**config.mk**
```make
export PLATFORM = sky130hd
export DESIGN_NAME = dsw_port
export DESIGN_NICKNAME = d
export VERILOG_FILES = /design/src/common/dsw_pkg.sv /design/src/core/dsw_sync.sv /design/src/core/dsw_port.sv
export VERILOG_INCLUDE_DIRS = /design/src /design/src/common
export SDC_FILE = /design/constraint.sdc
export NUM_CORES = 1
export LEC_CHECK = 0
export ABC_CLOCK_PERIOD_IN_PS = 2600
export BUFFER_PORTS_ARGS = -buffer_cell sky130_fd_sc_hd__buf_4
export CELL_PAD_IN_SITES_DETAIL_PLACEMENT = 1
export CELL_PAD_IN_SITES_GLOBAL_PLACEMENT = 2
export CORE_UTILIZATION = 40
export CTS_BUF_LIST = sky130_fd_sc_hd__clkbuf_16
export DETAILED_ROUTE_END_ITERATION = 8
export PLACE_DENSITY_LB_ADDON = 0.3
export SLEW_MARGIN = 25
export SYNTH_ARGS = -nofsm -noshare
export SYNTH_HDL_FRONTEND = slang
export SYNTH_HIERARCHICAL = 1
export SYNTH_SLANG_ARGS = --single-unit
```
**constraint.sdc**
```tcl
create_clock -name clk_sys -period 2.6 [get_ports clk_sys]
set_clock_uncertainty 0.1 [all_clocks]
set_input_delay 0.65 -clock clk_sys [delete_from_list [all_inputs] [get_ports clk_sys]]
set_output_delay 0.65 -clock clk_sys [all_outputs]
set_load 0.01 [all_outputs]
```
**src/common/dsw_map.svh**
```systemverilog
`ifndef DSW_MAP_SVH
`define DSW_MAP_SVH
`define DSW_FRAME_BITS     24
`define DSW_DATA_LSB       0
`define DSW_DATA_MSB       15
`define DSW_MODE_LO_POS    16
`define DSW_MODE_HI_POS    17
`define DSW_MIDSCALE       16'h8000
`define DSW_ZEROSCALE      16'h0000
`define DSW_MODE_RESET     2'h0
`define DSW_CLK_MHZ        100
`define DSW_SCLK_MAX_MHZ   30
`define DSW_SYNC_HIGH_NS   33
`define DSW_SYNC_HIGH_CYC  ((`DSW_SYNC_HIGH_NS * `DSW_CLK_MHZ + 999) / 1000)
`endif

```
**src/common/dsw_pkg.sv**
```systemverilog
package dsw_pkg;
    typedef enum logic [1:0] {
        DSW_PM_NORMAL,
        DSW_PM_DOWN_1K,
        DSW_PM_DOWN_100K,
        DSW_PM_DOWN_TRI
    } dsw_power_mode_t;

    typedef struct packed {
        logic [1:0]  power_mode;
        logic [15:0] code;
    } dsw_word_t;

    typedef struct packed {
        logic frame_n;
        logic sclk;
        logic din;
    } dsw_pins_t;
endpackage

```
**src/core/dsw_sync.sv**
```systemverilog
`timescale 1ns/1ps
`default_nettype none
module dsw_sync #(
    parameter int               WIDTH = 3,
    parameter logic [WIDTH-1:0] INIT  = '0 // Idle level of each pin
) (
    input  wire logic             clk_sys, // System clock
    input  wire logic             reset,   // Async reset, high
    input  wire logic [WIDTH-1:0] raw,     // Pin levels
    output logic      [WIDTH-1:0] level_q, // Agreed level
    output logic      [WIDTH-1:0] rise,    // Agreed rise pulse
    output logic      [WIDTH-1:0] fall     // Agreed fall pulse
);
    logic [WIDTH-1:0] s1_q;
    logic [WIDTH-1:0] s2_q;
    logic [WIDTH-1:0] s3_q;
    genvar i;
    generate
        for (i = 0; i < WIDTH; i++) begin : g_bit
            always_ff @(posedge clk_sys or posedge reset) begin
                if (reset) begin
                    s1_q[i] <= INIT[i];
                    s2_q[i] <= INIT[i];
                    s3_q[i] <= INIT[i];
                end else begin
                    s1_q[i] <= raw[i];
                    s2_q[i] <= s1_q[i];
                    s3_q[i] <= s2_q[i];
                end
            end
            // Level moves once stages two and three agree
            always_ff @(posedge clk_sys or posedge reset) begin
                if (reset) begin
                    level_q[i] <= INIT[i];
                end else if (s2_q[i] == s3_q[i]) begin
                    level_q[i] <= s3_q[i];
                end
            end
            assign rise[i] = (s2_q[i] == s3_q[i]) && s3_q[i] && !level_q[i];
            assign fall[i] = (s2_q[i] == s3_q[i]) && !s3_q[i] && level_q[i];
        end
    endgenerate
endmodule // dsw_sync
`default_nettype wire

```
**src/core/dsw_port.sv**
```systemverilog
`timescale 1ns/1ps
`default_nettype none
`include "dsw_map.svh"
module dsw_port #(
    parameter bit ZERO_SCALE_START = 1'b0 // 1: zero-scale, 0: midscale
) (
    input  wire logic        clk_sys,      // System clock
    input  wire logic        reset,        // Async reset, high
    input  wire logic        frame_n,      // Frame select pin, low active
    input  wire logic        sclk,         // Serial clock pin
    input  wire logic        din,          // Serial data pin
    output logic [15:0]      code_q,       // Converter register
    output logic [1:0]       power_mode_q, // Operating mode
    output logic             update_q,     // Word executed pulse
    output logic             abort_q       // Frame aborted pulse
);
    // =====================================================
    // Pin sampling
    // =====================================================
    dsw_pkg::dsw_pins_t pins;
    dsw_pkg::dsw_pins_t lvl;
    dsw_pkg::dsw_pins_t fall;
    // Frame select inverted so that one means frame open
    assign pins = {!frame_n, sclk, din};

    // Idle levels: frame closed, serial clock high, data low
    dsw_sync #(.WIDTH(3), .INIT(3'h2)) u_sync (
        .clk_sys (clk_sys),
        .reset   (reset),
        .raw     (pins),
        .level_q (lvl),
        .rise    (),
        .fall    (fall)
    );

    logic frame_on;
    logic frame_end;
    logic sclk_fall;
    logic bit_in;
    assign frame_on  = lvl.frame_n;
    assign frame_end = fall.frame_n;
    assign sclk_fall = fall.sclk;
    assign bit_in    = lvl.din;

    // =====================================================
    // Frame state
    // =====================================================
    typedef enum logic [1:0] {
        ST_IDLE,
        ST_SHIFT,
        ST_DONE
    } dsw_state_t;

    dsw_state_t       state_q;
    logic [23:0]      shift_q;
    logic [4:0]       count_q;
    logic             last_bit;
    dsw_pkg::dsw_word_t word;
    assign last_bit = sclk_fall && frame_on &&
                      (count_q == 5'(`DSW_FRAME_BITS - 1));
    assign word = {shift_q[16:0], bit_in};

    always_ff @(posedge clk_sys or posedge reset) begin
        if (reset) begin
            state_q <= ST_IDLE;
        end else begin
            case (state_q)
                ST_IDLE: begin
                    if (frame_on && !frame_end) begin
                        state_q <= ST_SHIFT;
                    end
                end
                ST_SHIFT: begin
                    if (frame_end) begin
                        state_q <= ST_IDLE;
                    end else if (last_bit) begin
                        state_q <= ST_DONE;
                    end
                end
                ST_DONE: begin
                    // New frame needs frame select high first
                    if (!frame_on) begin
                        state_q <= ST_IDLE;
                    end
                end
                default: begin
                    state_q <= ST_IDLE;
                end
            endcase
        end
    end

    // Shift register and bit count
    always_ff @(posedge clk_sys or posedge reset) begin
        if (reset) begin
            shift_q <= 24'h000000;
            count_q <= 5'h00;
        end else if (state_q != ST_SHIFT || frame_end) begin
            shift_q <= 24'h000000;
            count_q <= 5'h00;
        end else if (last_bit) begin
            // Last bit closes the count; word is executed alongside
            shift_q <= {shift_q[22:0], bit_in};
            count_q <= 5'h00;
        end else if (sclk_fall) begin
            shift_q <= {shift_q[22:0], bit_in};
            count_q <= count_q + 5'h01;
        end
    end

    // =====================================================
    // Execute
    // =====================================================
    localparam logic [15:0] PRELOAD = ZERO_SCALE_START ? `DSW_ZEROSCALE
                                                       : `DSW_MIDSCALE;

    always_ff @(posedge clk_sys or posedge reset) begin
        if (reset) begin
            code_q       <= PRELOAD;
            power_mode_q <= `DSW_MODE_RESET;
        end else if (state_q == ST_SHIFT && !frame_end && last_bit) begin
            code_q       <= word.code;
            power_mode_q <= word.power_mode;
        end
    end

    always_ff @(posedge clk_sys or posedge reset) begin
        if (reset) begin
            update_q <= 1'b0;
            abort_q  <= 1'b0;
        end else begin
            update_q <= (state_q == ST_SHIFT) && !frame_end && last_bit;
            abort_q  <= (state_q == ST_SHIFT) && frame_end;
        end
    end
endmodule // dsw_port
`default_nettype wire

```
After elaboration in Yosys (flattened, before gate mapping)
Index checks and enable logic that the tools add are counted.
{"block": "word_totals", "reg_bits": 56, "latchBits": 0, "mem_bits_rw": 0, "mem_bits_ro": 0, "inputBits": 5, "output_inout_bits": 20, "word_cells": 59, "memories": 0}
{"block": "classes", "add_sub_neg": 1, "mul": 0, "div_mod_pow": 0, "magnitude_cmp": 0, "eq_ne": 10, "shift": 0, "mux": 11, "n_bitwise": 0, "reduce_logical": 18}
{"operator": "2-to-1 mux 17 bit", "count": 3}
{"operator": "2-to-1 mux 5 bit", "count": 3}
{"operator": "logical AND 1 bit", "count": 10}
{"operator": "2-to-1 mux 2 bit", "count": 4}
{"operator": "one-hot mux 2 bit (3 select lines)", "count": 1}
{"operator": "adder 5 x 1 -> 5 bit (second input constant)", "count": 1}
{"operator": "== test 5 bit (second input constant)", "count": 1}
{"operator": "zero test 1 bit", "count": 4}
{"operator": "inequality test 2 bit (second input constant)", "count": 2}
{"operator": "== test 1 bit", "count": 3}
{"operator": "inequality test 3 bit (second input constant)", "count": 1}
{"operator": "AND reduction 3 bit", "count": 1}
{"operator": "nonzero test 3 bit", "count": 1}
{"operator": "== test 2 x 1 -> 1 bit (second input constant)", "count": 1}
{"operator": "== test 2 bit (second input constant)", "count": 1}
{"operator": "zero test 2 bit", "count": 1}
{"operator": "inequality test 2 x 1 -> 1 bit (second input constant)", "count": 1}
{"operator": "logical OR 1 bit", "count": 1}

Longest topological paths before layout
Gate-level depths: netlist of run 1.
{"block": "logic_depth", "depth_word": 8, "depth_mapped": 8, "depth_no_buf": 6}

Cells and area by module
Netlist of run 1, hierarchy kept.
{"mod": "dsw_port", "n_inst": 1, "cells_per_inst": 136, "area_per_inst_um2": 1860.5}
{"mod": "dsw_sync", "n_inst": 1, "cells_per_inst": 34, "area_per_inst_um2": 489.2}

Worst setup path before layout of run 1
No wires, ideal clock.
{"block": "synth_timing", "path_kind": "reg-to-reg", "from": "register u_sync.s2_q[2]", "to": "register code_q[10]", "setup_time_ns": 0.125, "arrival_time_ns": 1.888, "slack_ns": 0.487, "path_stages_with_launch": 9, "path_buffers": 2, "period_less_slack_ns": 2.113, "path_cell_list": "dfrtp_1 inv_1 ha_1 and2_1 or3b_1 buf_2 nor3_4 buf_6 mux2_4"}
{"item": "from (decl)", "line": "dsw_sync.sv:15", "text": "logic [WIDTH-1:0] s2_q;"}
{"item": "from (signal, indexed assignment)", "line": "dsw_sync.sv:23", "text": "s2_q[i] <= INIT[i];"}
{"item": "from (signal, indexed assignment)", "line": "dsw_sync.sv:27", "text": "s2_q[i] <= s1_q[i];"}
{"item": "to (signal assigned)", "line": "dsw_port.sv:122", "text": "code_q <= word.code;"}
{"item": "to (decl)", "line": "dsw_port.sv:12", "text": "output logic [15:0] code_q,"}

==> results of run 1 <==
-- flip-flops by register name (all words and copies together) (netlist names) --
| name | cells |
|---|---|
| u_sync/s3_q | 3 |
| update_q | 1 |
| u_sync/s2_q | 3 |
| shift_q | 17 |
| abort_q | 1 |
| u_sync/level_q | 3 |
| u_sync/s1_q | 3 |
| code_q | 16 |
| state_q | 2 |
| power_mode_q | 2 |
| count_q | 5 |
-- final timing paths --
path,from,endpoint,cells past startpoint
worst min-delay path,u_sync/s1_q[2],u_sync/s2_q[2],0
worst max-delay path,u_sync/s2_q[2],power_mode_q[0],7
max in group asynchronous,reset,code_q[9],3
worst max register to register,u_sync/s2_q[2],power_mode_q[0],7
min in group asynchronous,reset,u_sync/s3_q[0],2
worst min register to register,u_sync/s1_q[2],u_sync/s2_q[2],0
-- per-layer routing --
metal,part of all wire [%],vias to the layer above,GRT usage (%)
li1,-,600,-
met2,51,20,26.5
met5,0,-,0
met1,45,632,18.4
met4,1.0,0,6.23
met3,2.9,6,2.71
-- power groups by stage --
| stage | combinational, mW | clock, mW | sequential, mW |
|---|---|---|---|
| final | 0.114 | 0.671 | 0.921 |
| after CTS | 0.118 | 0.697 | 0.922 |
| after floorplan | 0.0873 | 0 | 0.932 |
| after detailed placement | 0.118 | 0 | 0.938 |
| after global routing | 0.129 | 0.730 | 0.927 |
| after global placement | 0.111 | 0 | 0.936 |
-- worst reg2reg max path, delay by kind of cell (launching register included) --
family                     cells  cell delay [ns]
adders and majority gates      1             0.17
DFF                            1             0.35
and+or+nand+nor                3             0.81
muxes                          1             0.33
buffers and inverters          2             0.27
-- cell usage in the layout, fill, tap and decap left out, types with 2 or more instances in the layout --
cell type	instances
and2_1	2
inv_1	10
nand2b_1	2
dfrtp_1	51
dfstp_2	5
clkbuf_16	5
a21oi_1	3
buf_4	27
o21ai_0	2
inv_6	2
ha_1	4
nor2_1	21
mux2_4	21
mux2i_1	18
nand2_1	2
-- cell type report --
class                   count  area [um^2]
clock buffers               5          125
clock inverters             3         25.0
fillers                   571         2810
inverters                  10         37.5
multi-input cells          89          793
flip-flops and latches     56         1410
well taps                  72         90.1
repair buffers             28          223
==> impl_summary.txt, run 1 <==
----------------------------------------------------
[Status]
  Run status ... completed

[Cells and area]
  Layout cells sized above 1 ... 33.5%
  Synth-to-layout area growth ... 18.1%
  Number of antenna repair diodes ... 0
  Fraction of the core area covered by cells at the end of the flow ... 49.1%
  Finished Layout Cells ... roughly 260
  Net count reported at finish ... 199
  Layout Cell Area excl Fill ... 2700 um^2

[Pwr]
  Comb pwr share ... 6.7%
  Net Switching ... 0.398 mW
  Power after layout ... 1.71 mW
  Pint ... 1.31 mW
  Power density over cell area ... about 630 nW/um^2
  Reg power frac ... between 50% and 60%
  Part of the power in the clock network ... 39.3%
  Net switching share of the total power ... 23.3%
  Largest voltage drop on the vdd net ... about 0.00028 V
  Static Leakage ... 1.33 nW

[Clock network]
  Inserted Clock Buffers ... 5
  Max Buffers Root-to-Sink ... 2
  Clock Sink Count ... 56
  Insertion delay of the later-clocked pin in the worst-skew pair ... 0.29 ns
  Clock root buffer master ... clkbuf_16
  Clock tree from TritonCTS ... done
  H-tree level count ... 2
  Resize count post-CTS ... 0
  # Post-CTS Setup Buffers ... 0
  Clock-pin slew of the registers on the worst-case setup and hold paths ... 0.07 ns
  Post-CTS Hold Buffers ... 0

[Placement]
  Placed insts ... 255
  Placer Congestion ... approximately 0.74
  Placed Area ... 2550 um^2
  Worst setup slack before clock tree synthesis ... 0.454 ns
  Number of buffers added on ports ... 24
  Dpl hpwl ... approximately 2600 um

[GRT]
  Antenna violations before repair ... 0
  All-Layer GR Usage ... about 15%
  Number of global-route vias before repair ... 1404
  Remaining global-route overflow ... 0
  Wire length of the first global-routing pass ... about 7000 um
  Largest net degree at the start of global routing ... between 40 and 50

[Critical path]
  WP data required ... around 2.7 ns
  Critical path start-end classification ... register to register
  Cell type group with the largest total delay on the critical path ... simple AND/OR/NAND/NOR gates
  CP cell instances ... inv_1, ha_1, and2_1, or3b_1, nor3_4, buf_12, mux2_4
  Minimum setup slack among reg-to-reg paths ... 0.46 ns
  Data arrival time of the worst path ... 2.22 ns
  Crit-path max FO ... 20
  Endpoint type of the worst setup path ... register
  CP max stage cell ... or3b_1
  Highest cell delay on the worst timing path ... 0.41 ns
  Worst path bufs/invs ... 2
  Setup crit start kind ... register

[Timing]
  Highest achievable clock rate ... 467 MHz
  Setup TNS ... 0 ns
  Setup Viol. Count Final ... 0
  Final Worst Setup Slack ... 0.457 ns
  Slew Limit Fails ... 0
  Worst-case headroom to the max-slew limit ... between 60% and 70%
  Final hold violations ... 0
  Slew at the pin closest to its max-slew limit ... between 0.5 and 0.6 ns
  Final min period ... 2.14 ns
  Worst-case hold slack ... about 0.25 ns
  Fin crit share ... between 80% and 90%
  Setup repair after global routing missed its margin ... false

[Floorplanning]
  Cell row count ... 27
  Die Area ... 6020 um^2
  Horizontal die dimension ... between 70 and 80 um
  Std-Cell Core Area ... 5510 um^2
  Initial core utilization ... 41.5%
  Top Ports ... 25
  Vertical extent of the die ... 77.6 um

[Hold path]
  Worst min-delay path class ... register to register

[Route]
  Iter 0 DRT Violations ... 22
  Number of nets with antenna violations after detailed routing ... 0
  Pre-Repair DR Iteration Count ... 2
  Routed length per placed instance ... between 10 and 15 um
  Detailed-route wire length ... 3930 um
  Post-route DRC violation count ... 0
  Ratio of routed vias to standard cells ... approximately 4.8
  Vias ... 1258

[Logic synthesis]
  Yosys Warn Count ... 6
  Mapped Cells ... 163
  Summed instance area of the synthesized netlist ... 2290 um^2
  Post-synthesis net count ... 172
  Syn_area_per_cell ... 14.0 um^2

[Job]
  Count of max-cap constraint violations ... 0

----------------------------------------------------
Note: power is estimated with default switching activity, not from simulation.
==> run 2, diff against run 1 <==
Settings changed: ABC_CLOCK_PERIOD_IN_PS 2600 to 2060.
Clock period 2.6 ns to 2.06 ns, I/O delays scaled along.
==> run 2 against run 1 <==
  * Setup slack got worse by 0.45 ns
  * Via count rose by 6.2%
  * Non-clock buffer count rose by 9
  * Register-to-register slack got worse by 0.45 ns
==> impl_summary.txt, run 2 (synthesis results as in run 1) <==
----------------------------------------------------
[Timing]
  Worst-case headroom to the max-slew limit ... 63.2% (about the same)
  Setup Viol. Count Final ... 0 (unchanged)
  Highest achievable clock rate ... 486 MHz (+4.2%)
  Slew at the pin closest to its max-slew limit ... 0.551 ns (-0.000336 ns)
  Final min period ... 2.06 ns (-0.0858 ns)
  Fin crit share ... 99.8% (+17 points)
  Setup repair after global routing missed its margin ... true
  Final Worst Setup Slack ... 0.00315 ns (-0.454 ns)
  Final hold violations ... 0 (unchanged)
  Slew Limit Fails ... 0 (unchanged)

[Critical path]
  Reg2Reg Launch Point ... u_sync/s2_q[2]
  CP max stage cell ... or3b_4
  CP cell instances ... inv_1, ha_2, and2_4, or3b_4, nor3_4, buf_6, mux2_4
  Setup crit start kind ... register
  Highest cell delay on the worst timing path ... 0.38 ns (-0.03 ns)
  Worst path bufs/invs ... 2 (unchanged)
  Endpoint type of the worst setup path ... register
  Crit-path max FO ... 10 (-50%)
  Data arrival time of the worst path ... 2.13 ns (-0.09 ns)
  Destination of the worst register-to-register timing path ... code_q[12]
  Cell type group with the largest total delay on the critical path ... simple AND/OR/NAND/NOR gates
  WP data required ... 2.13 ns (-0.55 ns)
  Critical path start-end classification ... register to register
  Depth of the worst register-to-register path ... 7 (unchanged)
  Minimum setup slack among reg-to-reg paths ... 0.003 ns (-0.45 ns)

[Pwr]
  Static Leakage ... 1.38 nW (+3.5%)
  Part of the power in the clock network ... 38.6% (-0.7 points)
  Largest voltage drop on the vdd net ... 0.000468 V (+70%)
  Reg power frac ... 53.8% (-0.2 points)
  Pint ... 1.65 mW (+26%)
  Power after layout ... 2.15 mW (+26%)
  Net switching share of the total power ... 23.2% (-0.052 points)
  Net Switching ... 0.501 mW (+26%)
  Comb pwr share ... 7.6% (+0.9 points)
  Power density over cell area ... 777 nW/um^2 (+23%)

[GRT]
  All-Layer GR Usage ... 16.1% (+0.96 points)
  Met1 usage ... 20.4% (+2.0 points)
  GR peak layer ... met2
  Remaining global-route overflow ... 0 (unchanged)
  Largest net degree at the start of global routing ... 45 (unchanged)
  Number of global-route vias before repair ... 1482 (+5.6%)
  Grt met2 use ... 26.8% (+0.35 points)
  Met3 global-route usage ... 3.53% (+0.82 points)
  Wire length of the first global-routing pass ... 7420 um (+6.0%)
  Antenna violations before repair ... 0 (unchanged)

[Floorplanning]
  Initial core utilization ... 41.5% (unchanged)
  Horizontal die dimension ... 77.6 um (unchanged)
  Vertical extent of the die ... 77.6 um (unchanged)
  Top Ports ... 25 (unchanged)
  Cell row count ... 27 (unchanged)
  Die Area ... 6020 um^2 (unchanged)
  Std-Cell Core Area ... 5510 um^2 (unchanged)

[Cells and area]
  Synth-to-layout area growth ... 21.1%
  Net count reported at finish ... 208 (+4.5%)
  Regs by FF count ... shift_q x17, code_q x16, count_q x5
  Leading cell types in the layout, fill and taps excluded ... dfrtp_1, buf_4, mux2_4, nor2_1, mux2i_1
  Layout Cell Area excl Fill ... 2770 um^2 (+2.5%)
  Most frequent standard cell in the layout excluding fill and tap cells ... dfrtp_1
  Flip-flop count of the largest register after layout ... 17 (unchanged)
  Number of antenna repair diodes ... 0 (unchanged)
  Layout cells sized above 1 ... 37.5% (+4.0 points)
  Fraction of the core area covered by cells at the end of the flow ... 50.3% (+1.2 points)
  Count of filler cells inserted in the layout ... 563 (-1.4%)
  Register with the highest flop count ... shift_q

[Clock network]
  Clock root buffer master ... clkbuf_16
  Max Buffers Root-to-Sink ... 2 (unchanged)
  Clock-pin slew of the registers on the worst-case setup and hold paths ... 0.07 ns (about the same)
  Inserted Clock Buffers ... 5 (unchanged)
  H-tree level count ... 2 (unchanged)
  Clock tree from TritonCTS ... done
  Insertion delay of the later-clocked pin in the worst-skew pair ... 0.29 ns (about the same)
  Clock Sink Count ... 56 (unchanged)

[Route]
  Routed length per placed instance ... 15.4 um (+3.2%)
  Iter 0 DRT Violations ... 40 (+82%)
  Ratio of routed vias to standard cells ... 4.91 (+2.7%)
  Vias ... 1336 (+6.2%)
  Pre-Repair DR Iteration Count ... 4 (+2)
  Detailed-route wire length ... 4190 um (+6.7%)
  Post-route DRC violation count ... 0 (unchanged)
  Number of nets with antenna violations after detailed routing ... 0 (unchanged)

[Job]
  Count of max-cap constraint violations ... 0 (unchanged)

[Hold path]
  Worst min-delay path class ... input pin to async pin

[Placement]
  Number of buffers added on ports ... 24 (unchanged)
  Placed Area ... 2560 um^2 (+0.39%)
  Worst setup slack before clock tree synthesis ... -0.0458 ns (-0.500 ns)
  Dpl hpwl ... 2840 um (+7.8%)
  Placer Congestion ... 0.751 (+2.1%)

[Status]
  Run status ... completed

----------------------------------------------------
==> run 2: cell count changes in the layout (fill, tap and decap cells not counted), sizes merged <==
cell / change
inv: -1
clkinv: +1
buf: +9
==> run 2: worst max path at each step <==
stage                               from    endpoint  slack [ns]  cells after the start
after floorplan           u_sync/s2_q[2]  code_q[10]        0.04                      8
after global placement    u_sync/s2_q[2]   code_q[0]        0.02                      7
after detailed placement  u_sync/s3_q[2]  code_q[12]       -0.05                      7
after CTS                 u_sync/s2_q[2]  code_q[12]      -0.007                      7
after global routing      u_sync/s2_q[2]  code_q[12]        -0.1                      7
final                     u_sync/s2_q[2]  code_q[12]       0.003                      7
==> run 2: power groups by stage <==
stage	clock network, mW	logic (mW)	registers, mW
floorplan	0	0.110	1.18
global placement	0	0.149	1.18
detailed placement	0	0.160	1.18
CTS	0.859	0.166	1.16
global route	0.898	0.185	1.16
finish	0.831	0.164	1.16
==> run 2: layout make-up <==
class	instances	area, um^2	area share, %
Tap cell	72	90.1	3.25
Inverter	10	37.5	1.36
Clock buffer	5	125	4.52
Timing Repair Buffer	37	289	10.4
Multi-Input combinational cell	89	801	28.9
Sequential cell	56	1410	50.8
Clock inverter	3	20.0	0.723
==> run 2: repair_timing <==
| action | CTS | global route |
|---|---|---|
| setup buffers | 5 | 1 |
| cloned | 1 | 0 |
| pin swaps | 0 | 0 |
| gates resized for setup | 8 | 0 |
| setup endpoints to repair | 18 | 19 |
| hold buffers | 0 | 0 |
| endpoints found under the hold margin | 0 | 0 |
==> run 2: routing by layer <==
metal,vias to the layer above,part of all wire [%],wire length [um]
li1,612,-,-
met1,695,43,1810
met2,22,53,2200
met3,7,2.6,110
met4,0,1.5,64
met5,-,0,0
==> run 2: metrics by stage <==
| stage | std cells | setup TNS, ns | hold slack, ns |
|---|---|---|---|
| 6_report | 272 | 0 | 0.127 |
| 5_1_grt | 272 | -0.952 | 0.174 |
| 4_1_cts | 272 | -0.00682 | 0.138 |
| 3_5_place_dp | 258 | -0.662 | 0.237 |
| 3_3_place_gp | 258 | 0 | 0.237 |
| 2_1_floorplan | 163 | 0 | 0.231 |
==> run 3, diff against run 2 <==
Settings changed: ABC_CLOCK_PERIOD_IN_PS 2060 to 1800, CORE_UTILIZATION 40 to 36.
Clock period 2.06 ns to 1.8 ns, I/O delays scaled along.
==> run 3 against run 2 <==
  * The flow now finishes with violations (setup timing)
  * Maximum frequency rose by 0.90%
  * Die area increased by 11%
  * Critical path depth stayed put
  * Clock-buffer cell count is the same
  * Critical endpoint is now code_q[8]
  * Largest cell class unchanged
  * Highest routed layer unchanged
==> impl_summary.txt, run 3 (synthesis results as in run 1) <==
----------------------------------------------------
[Critical path]
  Cell type group with the largest total delay on the critical path ... simple AND/OR/NAND/NOR gates
  WP data required ... 1.87 ns (-0.26 ns)
  CP max stage cell ... or3b_4
  Critical path start-end classification ... register to register
  Worst path bufs/invs ... 2 (unchanged)
  Setup crit start kind ... register
  CP cell instances ... inv_1, ha_2, and2_4, or3b_4, nor3_4, buf_6, mux2_4
  Crit-path max FO ... 10 (unchanged)
  Data arrival time of the worst path ... 2.11 ns (-0.02 ns)
  Endpoint type of the worst setup path ... register
  Highest cell delay on the worst timing path ... 0.39 ns (about the same)

[Placement]
  Number of buffers added on ports ... 24 (unchanged)
  Worst setup slack before clock tree synthesis ... -0.277 ns (-0.231 ns)
  Placed insts ... 264 (+2.3%)
  Placer Congestion ... 0.699 (-6.9%)
  Dpl hpwl ... 2950 um (+3.7%)

[Route]
  Iter 0 DRT Violations ... 37 (-7.5%)
  Post-route DRC violation count ... 0 (unchanged)
  Vias ... 1316 (-1.5%)
  Number of nets with antenna violations after detailed routing ... 0 (unchanged)
  Routed length per placed instance ... 16.1 um (+4.5%)
  Detailed-route wire length ... 4450 um (+6.1%)
  Ratio of routed vias to standard cells ... 4.77 (-2.9%)
  Pre-Repair DR Iteration Count ... 4 (unchanged)

[Pwr]
  Net Switching ... 0.554 mW (+11%)
  Reg power frac ... 51.2% (-2.6 points)
  Power after layout ... 2.60 mW (+21%)
  Power density over cell area ... 907 nW/um^2 (+17%)
  Net switching share of the total power ... 21.4% (-1.9 points)
  Largest voltage drop on the vdd net ... 0.000439 V (-6.3%)
  Static Leakage ... 1.41 nW (+2.4%)
  Comb pwr share ... 8.0% (+0.4 points)
  Pint ... 2.04 mW (+24%)
  Part of the power in the clock network ... 40.9% (+2.3 points)

[Clock network]
  Clock Sink Count ... 56 (unchanged)
  Post-CTS Hold Buffers ... 0 (unchanged)
  Insertion delay of the later-clocked pin in the worst-skew pair ... 0.29 ns (about the same)
  Clock root buffer master ... clkbuf_16
  Max Buffers Root-to-Sink ... 2 (unchanged)
  Inserted Clock Buffers ... 5 (unchanged)
  Clock-pin slew of the registers on the worst-case setup and hold paths ... 0.07 ns (about the same)
  H-tree level count ... 2 (unchanged)
  Clock tree from TritonCTS ... done

[GRT]
  GR peak layer ... met2
  Met1 usage ... 18.8% (-1.6 points)
  Antenna violations before repair ... 0 (unchanged)
  Wire length of the first global-routing pass ... 7510 um (+1.2%)
  Grt met2 use ... 26.4% (-0.40 points)
  Met3 global-route usage ... 3.44% (-0.085 points)
  All-Layer GR Usage ... 15.6% (-0.49 points)
  Remaining global-route overflow ... 0 (unchanged)
  Largest net degree at the start of global routing ... 45 (unchanged)
  Number of global-route vias before repair ... 1487 (+0.34%)

[Timing]
  Setup Viol. Count Final ... 18 (+18)
  Final hold violations ... 0 (unchanged)
  Highest achievable clock rate ... 491 MHz (+0.90%)
  Final Worst Setup Slack ... -0.238 ns (-0.242 ns)
  Final min period ... 2.04 ns (-0.0184 ns)
  Setup repair after global routing missed its margin ... true
  Setup TNS ... -4.04 ns (-4.04 ns)
  Slew at the pin closest to its max-slew limit ... 0.449 ns (-0.102 ns)
  Slew Limit Fails ... 0 (unchanged)
  Fin crit share ... 113% (+13 points)
  Worst-case headroom to the max-slew limit ... 70.0% (+6.8 points)

[Cells and area]
  Regs by FF count ... shift_q x17, code_q x16, count_q x5
  Net count reported at finish ... 209 (+0.48%)
  Flip-flop count of the largest register after layout ... 17 (unchanged)
  Leading cell types in the layout, fill and taps excluded ... dfrtp_1, buf_4, mux2_4, nor2_1, mux2i_1
  Fraction of the core area covered by cells at the end of the flow ... 47.5% (-2.8 points)
  Sequential standard cell area ... 1410 um^2 (unchanged)
  Number of antenna repair diodes ... 0 (unchanged)
  Register with the highest flop count ... shift_q
  Finished Layout Cells ... 276 (+1.5%)
  Most frequent standard cell in the layout excluding fill and tap cells ... dfrtp_1
  Count of filler cells inserted in the layout ... 640 (+14%)
  Area of combinational cells with multiple inputs ... 820 um^2 (+2.3%)
  Synth-to-layout area growth ... 25.1%
  Layout cells sized above 1 ... 39.3% (+1.8 points)

[Job]
  Count of max-cap constraint violations ... 0 (unchanged)

[Status]
  Violated checks ... setup timing
  Run status ... finished with violations

[Floorplanning]
  Horizontal die dimension ... 81.7 um (+5.3%)
  Cell row count ... 28 (+3.7%)
  Initial core utilization ... 38.0% (-3.6 points)
  Die Area ... 6680 um^2 (+11%)
  Vertical extent of the die ... 81.7 um (+5.3%)
  Top Ports ... 25 (unchanged)
  Std-Cell Core Area ... 6030 um^2 (+9.4%)

[Hold path]
  Worst min-delay path class ... input pin to async pin

----------------------------------------------------
==> run 3: power by group through the flow <==
stage | logic (mW) | clock network [mW] | registers [mW]
floorplan | 0.134 | 0 | 1.35
global placement | 0.179 | 0 | 1.35
detailed placement | 0.188 | 0 | 1.35
CTS | 0.195 | 1.10 | 1.33
global route | 0.231 | 1.15 | 1.33
finish | 0.207 | 1.06 | 1.33
==> run 3: cell type report <==
type / count / share of cell area (%)
clock inverters: 3 / 1.36
inverters: 10 / 1.31
well taps: 75 / 3.28
repair buffers: 38 / 11.8
clock buffers: 5 / 4.37
flip-flops and latches: 56 / 49.2
multi-input cells: 89 / 28.6
==> run 3: final timing paths <==
check                      slack [ns]                 to            from  cells after the start
max in group asynchronous        1.19  u_sync/level_q[1]           reset                      2
min in group clk_sys             0.17     u_sync/s1_q[0]             din                      1
max                             -0.24          code_q[8]  u_sync/s2_q[2]                      7
min                              0.08  u_sync/level_q[0]           reset                      2
min reg2reg                      0.26     u_sync/s2_q[2]  u_sync/s1_q[2]                      0
max reg2reg                     -0.24          code_q[8]  u_sync/s2_q[2]                      7
==> run 3: routing by layer <==
metal / up-vias / wire, um
li1: 617 / -
met1: 670 / 1910
met2: 23 / 2310
met3: 6 / 129
met4: 0 / 91
met5: - / 0
==> run 3: worst reg2reg max path: cells and delay by family, from the launching register on <==
kind / cells / cell delay, ns
buffers and inverters: 2 / 0.26
DFF: 1 / 0.35
adders and majority gates: 1 / 0.17
muxes: 1 / 0.32
and+or+nand+nor: 3 / 0.73
==> run 3: what timing repair did <==
action | CTS | global route
pin swaps | 0 | 2
buffers inserted | 0 | 3
gates cloned | 0 | 1
endpoints found under the hold margin | 0 | 0
setup endpoints to repair | 21 | 21
resized for setup | 7 | 4
==> run 3: per-stage QoR <==
stage	hold slack [ns]	area, um^2
CTS	0.0872	2800
floorplan	0.212	2300
global route	0.106	2860
global placement	0.242	2610
detailed placement	0.242	2610
finish	0.0783	2860
